<file path="config.mk">
export PLATFORM = sky130hd
export DESIGN_NAME = eies_ctrl
export DESIGN_NICKNAME = d
export VERILOG_FILES = /design/src/design/eies_pkg.sv /design/src/design/eies_pin_sense.sv /design/src/design/eies_ctrl.sv
export SDC_FILE = /design/constraint.sdc
export NUM_CORES = 1
export LEC_CHECK = 0
export BUFFER_PORTS_ARGS = -buffer_cell sky130_fd_sc_hd__clkbuf_2
export CAP_MARGIN = 20
export CELL_PAD_IN_SITES_DETAIL_PLACEMENT = 1
export CELL_PAD_IN_SITES_GLOBAL_PLACEMENT = 1
export CORE_MARGIN = 2
export CORE_UTILIZATION = 45
export CTS_CLUSTER_DIAMETER = 100
export DETAILED_ROUTE_END_ITERATION = 10
export PLACE_DENSITY_LB_ADDON = 0.1
export SLEW_MARGIN = 20
export SYNTH_ARGS = -nofsm -noshare
export SYNTH_HDL_FRONTEND = slang
export SYNTH_SLANG_ARGS = --single-unit
</file>
<file path="constraint.sdc">
create_clock -name i_clock -period 5.05 [get_ports i_clock]
set_clock_uncertainty 0.1 [all_clocks]
set_input_delay 0.7575 -clock i_clock [delete_from_list [all_inputs] [get_ports i_clock]]
set_output_delay 0.7575 -clock i_clock [all_outputs]
set_load 0.01 [all_outputs]
</file>
<file path="src/design/eies_pkg.sv">
// Constants, field layouts and bus carrier for the external request enable and sense block.
// Assumes one 40 MHz clock, a synchronous active-low reset and a simple strobe register port.
package eies_pkg;

	localparam int EIES_PINS  = 12;
	localparam int EIES_SEL_W = 2 * EIES_PINS;

	// Register offsets
	localparam logic [7:0] EIES_OFS_ENABLE     = 8'h00;
	localparam logic [7:0] EIES_OFS_SENSE_HIGH = 8'h02;
	localparam logic [7:0] EIES_OFS_SENSE_LOW  = 8'h04;
	localparam logic [7:0] EIES_OFS_STATUS     = 8'h06;
	localparam logic [7:0] EIES_OFS_CLEAR      = 8'h08;

	// Reset values
	localparam logic [11:0] EIES_ENABLE_RESET     = 12'h000;
	localparam logic [7:0]  EIES_SENSE_HIGH_RESET = 8'h00;
	localparam logic [15:0] EIES_SENSE_LOW_RESET  = 16'h0000;
	localparam logic [11:0] EIES_STATUS_RESET     = 12'h000;
	localparam logic [15:0] EIES_RDATA_IDLE       = 16'h0000;

	// Reserved fill above narrow registers
	localparam logic [3:0] EIES_ENABLE_RSVD     = 4'h0;
	localparam logic [7:0] EIES_SENSE_HIGH_RSVD = 8'h00;

	// Synchroniser level while in reset: request pins idle high
	localparam logic EIES_PIN_IDLE = 1'b1;

	// Sense selector codes, rise bit above fall bit
	localparam logic [1:0] EIES_SENSE_LEVEL = 2'h0;
	localparam logic [1:0] EIES_SENSE_FALL  = 2'h1;
	localparam logic [1:0] EIES_SENSE_RISE  = 2'h2;
	localparam logic [1:0] EIES_SENSE_BOTH  = 2'h3;

	// Settling count of the pin pipeline after reset
	localparam logic [1:0] EIES_WARM_DONE = 2'h3;

	typedef struct packed {
		logic [7:0]  addr;
		logic [15:0] wdata;
		logic        wr;
		logic        rd;
	} eies_bus_req_t;

	// Two-bit selector of one pin out of the joined sense vector
	function automatic logic [1:0] eies_sel(input logic [EIES_SEL_W-1:0] sense, input int idx);
		return sense[2*idx +: 2];
	endfunction : eies_sel

endpackage : eies_pkg

</file>
<file path="src/design/eies_pin_sense.sv">
// Pin synchroniser and per-pin condition detector.
// Assumes asynchronous active-low request pins and selectors from the register file.
`timescale 1ns/1ps
module eies_pin_sense
	import eies_pkg::*;
(
	// Clock and reset
	input  wire logic                  i_clock,
	input  wire logic                  i_rst_n,
	// Pins and selection
	input  wire logic [EIES_PINS-1:0]  i_pin_n,
	input  wire logic [EIES_SEL_W-1:0] i_sense,
	// Detected conditions
	output logic      [EIES_PINS-1:0]  o_event
);

	logic [EIES_PINS-1:0] meta;
	logic [EIES_PINS-1:0] level;
	logic [EIES_PINS-1:0] prev;
	logic [EIES_PINS-1:0] sel_level;
	logic [EIES_PINS-1:0] sel_fall;
	logic [EIES_PINS-1:0] sel_rise;
	logic [EIES_PINS-1:0] sel_both;
	logic [1:0]           warm;

	// Two-stage synchroniser, then one stage of history
	always_ff @(posedge i_clock) begin
		if (!i_rst_n) begin
			meta  <= {EIES_PINS{EIES_PIN_IDLE}};
			level <= {EIES_PINS{EIES_PIN_IDLE}};
			prev  <= {EIES_PINS{EIES_PIN_IDLE}};
		end else begin
			meta  <= i_pin_n;
			level <= meta;
			prev  <= level;
		end
	end

	// Condition per pin
	always_comb begin
		for (int i = 0; i < EIES_PINS; i++) begin
			sel_level[i] = (eies_sel(i_sense, i) == EIES_SENSE_LEVEL);
			sel_fall[i]  = (eies_sel(i_sense, i) == EIES_SENSE_FALL);
			sel_rise[i]  = (eies_sel(i_sense, i) == EIES_SENSE_RISE);
			sel_both[i]  = (eies_sel(i_sense, i) == EIES_SENSE_BOTH);
			unique case (eies_sel(i_sense, i))
				EIES_SENSE_LEVEL: o_event[i] = ~level[i];
				EIES_SENSE_FALL:  o_event[i] = prev[i] & ~level[i];
				EIES_SENSE_RISE:  o_event[i] = ~prev[i] & level[i];
				EIES_SENSE_BOTH:  o_event[i] = prev[i] ^ level[i];
			endcase
		end
	end

	// Cycles since reset release, for history checks
	always_ff @(posedge i_clock) begin
		if (!i_rst_n) begin
			warm <= 2'h0;
		end else if (warm != EIES_WARM_DONE) begin
			warm <= warm + 2'h1;
		end
	end
endmodule : eies_pin_sense

</file>
<file path="src/design/eies_ctrl.sv">
// Enable, sense selection and request flags for twelve external request pins.
// Assumes a strobe register port on i_clock and pins driven asynchronously from the board.
//
// The strobed register port and the address map are this design's own decisions.
`timescale 1ns/1ps
module eies_ctrl
	import eies_pkg::*;
(
	// Clock and reset
	input  wire logic                 i_clock,
	input  wire logic                 i_rst_n,
	// Register port
	input  wire eies_bus_req_t        i_bus,
	output logic      [15:0]          o_rdata,
	// External request pins, active low
	input  wire logic [EIES_PINS-1:0] i_request_pin_n,
	// Towards priority and exception logic
	output logic      [EIES_PINS-1:0] o_pin_request,
	output logic                      o_irq
);

	logic [EIES_PINS-1:0]  pin_request_enable;
	logic [7:0]            pin_sense_select_high;
	logic [15:0]           pin_sense_select_low;
	logic [EIES_PINS-1:0]  pin_request_status;
	logic [EIES_SEL_W-1:0] sense_all;
	logic [EIES_SEL_W-1:0] next_sense_all;
	logic [EIES_PINS-1:0]  pin_event;
	logic [EIES_PINS-1:0]  spurious;
	logic [EIES_PINS-1:0]  clear_mask;
	logic [EIES_PINS-1:0]  forward;
	logic [15:0]           wdata;
	logic                  wr_enable;
	logic                  wr_high;
	logic                  wr_low;
	logic                  wr_clear;
	logic                  rd_enable;
	logic                  rd_high;
	logic                  rd_status;

	// Address decode
	assign wdata     = i_bus.wdata;
	assign wr_enable = i_bus.wr && (i_bus.addr == EIES_OFS_ENABLE);
	assign wr_high   = i_bus.wr && (i_bus.addr == EIES_OFS_SENSE_HIGH);
	assign wr_low    = i_bus.wr && (i_bus.addr == EIES_OFS_SENSE_LOW);
	assign wr_clear  = i_bus.wr && (i_bus.addr == EIES_OFS_CLEAR);
	assign rd_enable = i_bus.rd && (i_bus.addr == EIES_OFS_ENABLE);
	assign rd_high   = i_bus.rd && (i_bus.addr == EIES_OFS_SENSE_HIGH);
	assign rd_status = i_bus.rd && (i_bus.addr == EIES_OFS_STATUS);

	// Pins 11-8 from the high register, pins 7-0 from the low register
	assign sense_all = {pin_sense_select_high, pin_sense_select_low};

	eies_pin_sense u_pin_sense (
		.i_clock (i_clock),
		.i_rst_n (i_rst_n),
		.i_pin_n (i_request_pin_n),
		.i_sense (sense_all),
		.o_event (pin_event)
	);

	// Enable register, one bit per pin, upper bits dropped
	always_ff @(posedge i_clock) begin
		if (!i_rst_n) begin
			pin_request_enable <= EIES_ENABLE_RESET;
		end else if (wr_enable) begin
			pin_request_enable <= wdata[EIES_PINS-1:0];
		end
	end

	// Sense selector registers
	always_ff @(posedge i_clock) begin
		if (!i_rst_n) begin
			pin_sense_select_high <= EIES_SENSE_HIGH_RESET;
			pin_sense_select_low  <= EIES_SENSE_LOW_RESET;
		end else begin
			if (wr_high) begin
				pin_sense_select_high <= wdata[7:0];
			end
			if (wr_low) begin
				pin_sense_select_low <= wdata;
			end
		end
	end

	// Selector rewrite sets the flag of every pin whose selection changes
	always_comb begin
		next_sense_all = sense_all;
		if (wr_high) begin
			next_sense_all[EIES_SEL_W-1:16] = wdata[7:0];
		end
		if (wr_low) begin
			next_sense_all[15:0] = wdata;
		end
		for (int i = 0; i < EIES_PINS; i++) begin
			spurious[i] = (eies_sel(next_sense_all, i) != eies_sel(sense_all, i));
		end
	end

	assign clear_mask = wr_clear ? wdata[EIES_PINS-1:0] : '0;

	// Request flags: a set in the cycle of its clear wins
	always_ff @(posedge i_clock) begin
		if (!i_rst_n) begin
			pin_request_status <= EIES_STATUS_RESET;
		end else begin
			pin_request_status <= (pin_request_status & ~clear_mask) | pin_event | spurious;
		end
	end

	// Forwarding only where flag and enable meet
	assign forward = pin_request_status & pin_request_enable;

	always_ff @(posedge i_clock) begin
		if (!i_rst_n) begin
			o_pin_request <= '0;
			o_irq         <= 1'b0;
		end else begin
			o_pin_request <= forward;
			o_irq         <= |forward;
		end
	end

	// Read data for one cycle after the strobe
	always_ff @(posedge i_clock) begin
		if (!i_rst_n) begin
			o_rdata <= EIES_RDATA_IDLE;
		end else if (i_bus.rd) begin
			unique case (i_bus.addr)
				EIES_OFS_ENABLE:     o_rdata <= {EIES_ENABLE_RSVD, pin_request_enable};
				EIES_OFS_SENSE_HIGH: o_rdata <= {EIES_SENSE_HIGH_RSVD, pin_sense_select_high};
				EIES_OFS_SENSE_LOW:  o_rdata <= pin_sense_select_low;
				EIES_OFS_STATUS:     o_rdata <= {EIES_ENABLE_RSVD, pin_request_status};
				default:             o_rdata <= EIES_RDATA_IDLE;
			endcase
		end else begin
			o_rdata <= EIES_RDATA_IDLE;
		end
	end
endmodule : eies_ctrl

</file>
# --- After elaboration in Yosys (flattened, before gate mapping) ---
# Index checks and enable logic that the tools add are counted.
word_totals:
  ff_bits: 113
  out_inout_bits: 29
  elab_cells: 162
op_classes:
  eq_ne: 52
  mux: 16
  n_bitwise: 65
  n_reduce_logical: 19
op_table:
  columns: ["operator", "count"]
  rows:
  - ["16-bit case mux with 4 select lines", 1]
  - ["2-bit equality test (second input constant)", 24]
  - ["1-bit case mux with 4 select lines", 12]
  - ["1-bit bitwise AND", 24]
  - ["12-bit bitwise AND", 2]
  - ["2-bit by 1-bit equality test with 1-bit output (second input constant)", 12]
  - ["2-bit logical NOT", 12]
  - ["2-bit inequality test", 12]
  - ["1-bit NOT", 24]
  - ["12-bit OR", 2]
  - ["8-bit by 3-bit equality test with 1-bit output (second input constant)", 2]
  - ["16-bit 2-to-1 mux", 1]
  - ["12-bit 2-to-1 mux", 1]
  - ["12-bit NOT", 1]
  - ["12-bit OR reduction", 1]
  - ["1-bit bitwise XOR", 12]
  - ["8-bit by 2-bit equality test with 1-bit output (second input constant)", 1]
  - ["8-bit by 4-bit equality test with 1-bit output (second input constant)", 1]
  - ["8-bit logical NOT", 1]
  - ["8-bit 2-to-1 mux", 1]
  - ["1-bit logical AND", 4]
  - ["2-bit AND reduction", 1]

# --- Logic depth before layout (Yosys ltp) ---
logic_depth:
  word_depth: 7
  depth_mapped: 7

# --- Hierarchy ---
# From an unflattened synthesis, not the netlist that was laid out.
unflattened:
  hier_cells: 472
  area_unflattened_um2: 4924.7
by_module_without_submodules:
  columns: ["mod", "n_inst", "cells_per_inst", "area_per_inst_um2", "seq_area_each_um2"]
  rows:
  - ["eies_ctrl", 1, 325, 3270.6, 1541.5]
  - ["eies_pin_sense", 1, 147, 1654.1, 720.7]

# --- Worst setup path before layout ---
# Ideal clock, no wire load.
synth_timing:
  kind: "in2reg"
  from: "in i_bus[23] (netlist name)"
  to: "reg pin_request_status[10]"
  setup_time_ps: 132
  arrival_time_ps: 2191
  required_ps: 4818
  setup_slack_ps: 2627
  cell_stages: 5
  cell_sequence: "or4_4 or4_4 buf_6 o211ai_2 o221ai_2"
synth_via:
  elab_chain_cells: 7
  elab_cells_between_ends: 11
  classes_between: "3 x eq/ne; 2 x mux; 4 x bitwise; 2 x reduce/logical"
synth_lines:
  columns: ["element", "line_no", "rtl"]
  rows:
  - ["start, declared", "eies_ctrl.sv:13", "input wire eies_bus_req_t i_bus,"]
  - ["8-bit by 4-bit equality test with 1-bit output", "eies_ctrl.sv:46", "assign wr_clear = i_bus.wr && (i_bus.addr == EIES_OFS_CLEAR);"]
  - ["1-bit logical AND", "eies_ctrl.sv:46", null]
  - ["12-bit 2-to-1 mux", "eies_ctrl.sv:100", "assign clear_mask = wr_clear ? wdata[EIES_PINS-1:0] : '0;"]
  - ["12-bit NOT", "eies_ctrl.sv:107", "pin_request_status <= (pin_request_status & ~clear_mask) | pin_event | spurious;"]
  - ["12-bit bitwise AND", "eies_ctrl.sv:107", null]
  - ["12-bit OR", "eies_ctrl.sv:107", null]
  - ["12-bit OR *", "eies_ctrl.sv:107", null]
  - ["end signal, assigned", "eies_ctrl.sv:107", null]
  - ["end, declared", "eies_ctrl.sv:25", "logic [EIES_PINS-1:0] pin_request_status;"]
# Mark *: on every way between the ends. The rest lies on a longest branch, timed or not.
# A chain may end at the register's enable or synchronous reset.

# --- Worst setup path after layout ---
layout_timing:
  from: "in i_bus[20] (netlist name)"
  to: "reg pin_sense_select_high[5]"
layout_via:
  elab_chain_cells: 3
layout_lines:
  columns: ["element", "line_no", "rtl"]
  rows:
  - ["8-bit by 2-bit equality test with 1-bit output", "eies_ctrl.sv:44", "assign wr_high = i_bus.wr && (i_bus.addr == EIES_OFS_SENSE_HIGH);"]
  - ["1-bit logical AND", "eies_ctrl.sv:44", null]
  - ["8-bit 2-to-1 mux", null, null]
  - ["end signal, assigned", "eies_ctrl.sv:78", "pin_sense_select_high <= wdata[7:0];"]
  - ["end, declared", "eies_ctrl.sv:23", "logic [7:0] pin_sense_select_high;"]
# Every way passes these cells.

==> reports/summary.txt <==
CP Data Arrival Time = 2.78 ns
Worst Setup Slack, final = 2.53 ns
Filler cells = 1203
Logic pwr share = 0.045
Antenna diodes = 0
Synth Instances = 500
PwrDens = 398 nW/um2
CP Launch Type = input port
R2r setup slk = 3.30 ns
VDD IR max = 0.000204 V
Cell area after placement = 5320 um2
WHS Path Cells = 1
Die Ht = 109 um
Total of warnings raised by yosys = 0
Placed wire-length estimate = 8280 um
Fraction of registers with async set/reset = 0
Cts bufs inserted = 17
Req. time, crit path = 5.32 ns
Max Buffers Root-to-Sink = 2
Final Setup Violations = 0
Placeable Area = 10700 um2
Fraction of layout cells with a size suffix above 1 = 0.229
Drt wl/cell = 17.0 um
H-tree depth = 4
Hold_sp = u_pin_sense.meta[5]
Final hold viol count = 0
Syn_nets = 564
Yosys top cell area share = 0.459
Ports = 69
Slowest-stage cell, CP = nand3_1
Die area = 11800 um2
Max cap viols = 0
FF-to-FF Start = u_pin_sense.prev[4]
GP Congestion = 0.832
Rel. slew slack = 0.379
Worst-path fanout max = 20
Number of synthesized flops with an enable pin = 0
Setup TNS = 0 ns
Initial antenna violation count = 0
Std cell rows = 38
Vias in the first global route = 3692
Clock Power Share = 0.569
Clock transition at path regs = 0.05 ns
Final min period = 2.52 ns
Hold Path Class = flip-flop to flip-flop
Clk_lat worst skew = 0.52 ns
Die Wd = 109 um
Total grt overflow = 0
Slowest stage delay, CP = 0.74 ns
Setup bufs post-CTS = 0
Largest net degree at the start of global routing = 48
Mapped Area = 4930 um2
Register bit total from synthesis = 113
Number of vias per cell = 5.20
DP Worst Slack = 2.01 ns
TritonCTS clock tree = yes
Reg area = 2260 um2
Sequential fraction of the synthesis area = 0.459
NetSw = 482 uW
Starting Density = 0.459
Cell Chain, Critical Path = clkbuf_2 -> nor4b_1 -> nand3_1 -> mux2i_1 -> nor2_1
Antenna viol nets, final = 0
Distinct cells, synth = 37
Status = finished clean
Hold EP = u_pin_sense.level[5]
Count of input and output buffers = 68
Sequential share of power = 0.387
Hold-fix buffers, CTS = 0
DRC errors left = 0
Worst slew pin tran = 0.930 ns
DRT Pass-1 Iters = 4
R2R depth = 6
Syn Area/Cell = 9.86 um2
Final WL = 12100 um
Design area = 6000 um2
Synth area leader = dfxtp_1
Via count = 3695
Layout area overhead = 21.7%
Nets = 622
R2R Path End = pin_request_status[4]
Setup Crit Path Kind = input port to flip-flop
Unrepaired setup endpoints after global routing = no
Ranking of synthesized cells by area = dfxtp_1 46%, mux4_2 8.2%, ha_1 6.1%, mux2i_1 5.3%, nand2_1 4.3%
First-pass GRT wire length = 19400 um
Crit share post-route = 0.498
F_max = 397 MHz
# clock sinks = 113
Gr usage total = 0.219
Int Pwr = 1910 uW
DR iter-0 viols = 130
Fin. max-slew vios = 0
Fin util = 0.558
Leak pwr = 0.00277 uW
PostCTS Resize Cnt = 0
Primary FF master, synth = dfxtp_1
CP Capture Type = flip-flop
Switching Share = 0.202
Multi-input logic area = 2350 um2
Clock root cell = clkbuf_8
## worst max-delay path by stage
stage,start,depth (start not counted),endpoint
floorplan,i_bus[23],5,pin_request_status[10]
global route,i_bus[20],5,pin_sense_select_high[3]
finish,i_bus[20],5,pin_sense_select_high[5]
detailed placement,i_bus[20],5,pin_sense_select_high[5]
CTS,i_bus[20],5,pin_sense_select_high[5]
global placement,i_bus[20],5,pin_sense_select_high[6]
## synth_stat cells, types with 2 or more instances
library cell  count
dfxtp_1         113
nand2_1          57
inv_1            47
a21oi_1          34
nor2_1           30
mux2i_1          26
nand2b_1         25
clkbuf_1         24
ha_1             24
mux4_2           18
and3_1           16
xnor2_1          16
o21ai_0          14
and2_1            8
xor2_1            8
a31oi_1           4
buf_2             4
o211ai_2          4
a221oi_1          2
a22o_1            2
a22oi_1           2
buf_6             2
nand3b_1          2
nor4_1            2
o211ai_1          2
o221ai_2          2
or4_4             2
## metal layers
metal	track usage	vias up	wire [um]
met4	0.0788	0	157
li1	-	1785	-
met2	0.344	100	5560
met5	0	-	0
met3	0.0550	13	575
met1	0.293	1797	5790
## final cells by class
type                    count  share of cell area
repair buffers             71              0.0605
clock inverters            10              0.0338
flip-flops and latches    113               0.377
well taps                 140              0.0292
multi-input cells         308               0.391
clock buffers              22              0.0788
inverters                  47              0.0294
## flip-flops by register name, summed over array words and instances (netlist names)
signal,count
o_irq,1
o_pin_request,12
pin_request_status,12
u_pin_sense.level,12
pin_request_enable,12
pin_sense_select_high,8
u_pin_sense.meta,12
pin_sense_select_low,16
u_pin_sense.prev,12
o_rdata,16
## metrics by stage
| step | power [uW] | std cells | hold WS, ns |
|---|---|---|---|
| 6_report | 2390 | 711 | 0.310 |
| 3_3_place_gp | 1040 | 679 | 0.288 |
| 2_1_floorplan | 1010 | 500 | 0.286 |
| 5_1_grt | 2460 | 711 | 0.308 |
| 3_5_place_dp | 1050 | 679 | 0.298 |
| 4_1_cts | 2400 | 711 | 0.303 |
## cell usage in the layout, fill, tap and decap left out, types with 14 or more instances in the layout
cell type / n
mux2i_1: 26
o21ai_0: 14
clkbuf_16: 16
mux4_2: 18
nand2b_1: 25
nor2_1: 30
nand2_1: 57
clkbuf_2: 68
xnor2_1: 16
a21oi_1: 34
inv_1: 46
and3_1: 16
ha_1: 24
dfxtp_1: 113
## critical path: cells and delay by family
family	cells	cell delay, ns
and+or+nand+nor	3	1.27
buffers and inverters	1	0.37
muxes	1	0.38
## cells by family (layout without fill, tap and decap cells)
kind of cell | count (synthesis) | after routing | share of synthesized area
AND/OR/NAND/NOR | 149 | 149 | 0.153
flip-flops | 113 | 113 | 0.459
XOR/XNOR | 24 | 24 | 0.0426
AO/OA/AOI/OAI | 67 | 67 | 0.0850
buffers and inverters | 79 | 150 | 0.0652
multiplexers | 44 | 44 | 0.135
adder cells (fa/ha/maj) | 24 | 24 | 0.0609
## power by group through the flow
stage	sequential [uW]	clock (uW)	combinational, uW
floorplan	936	0	70.8
global placement	940	0	102
detailed placement	941	0	107
CTS	922	1370	108
global route	924	1410	120
finish	923	1360	106
(Power assumes the default switching activity.)
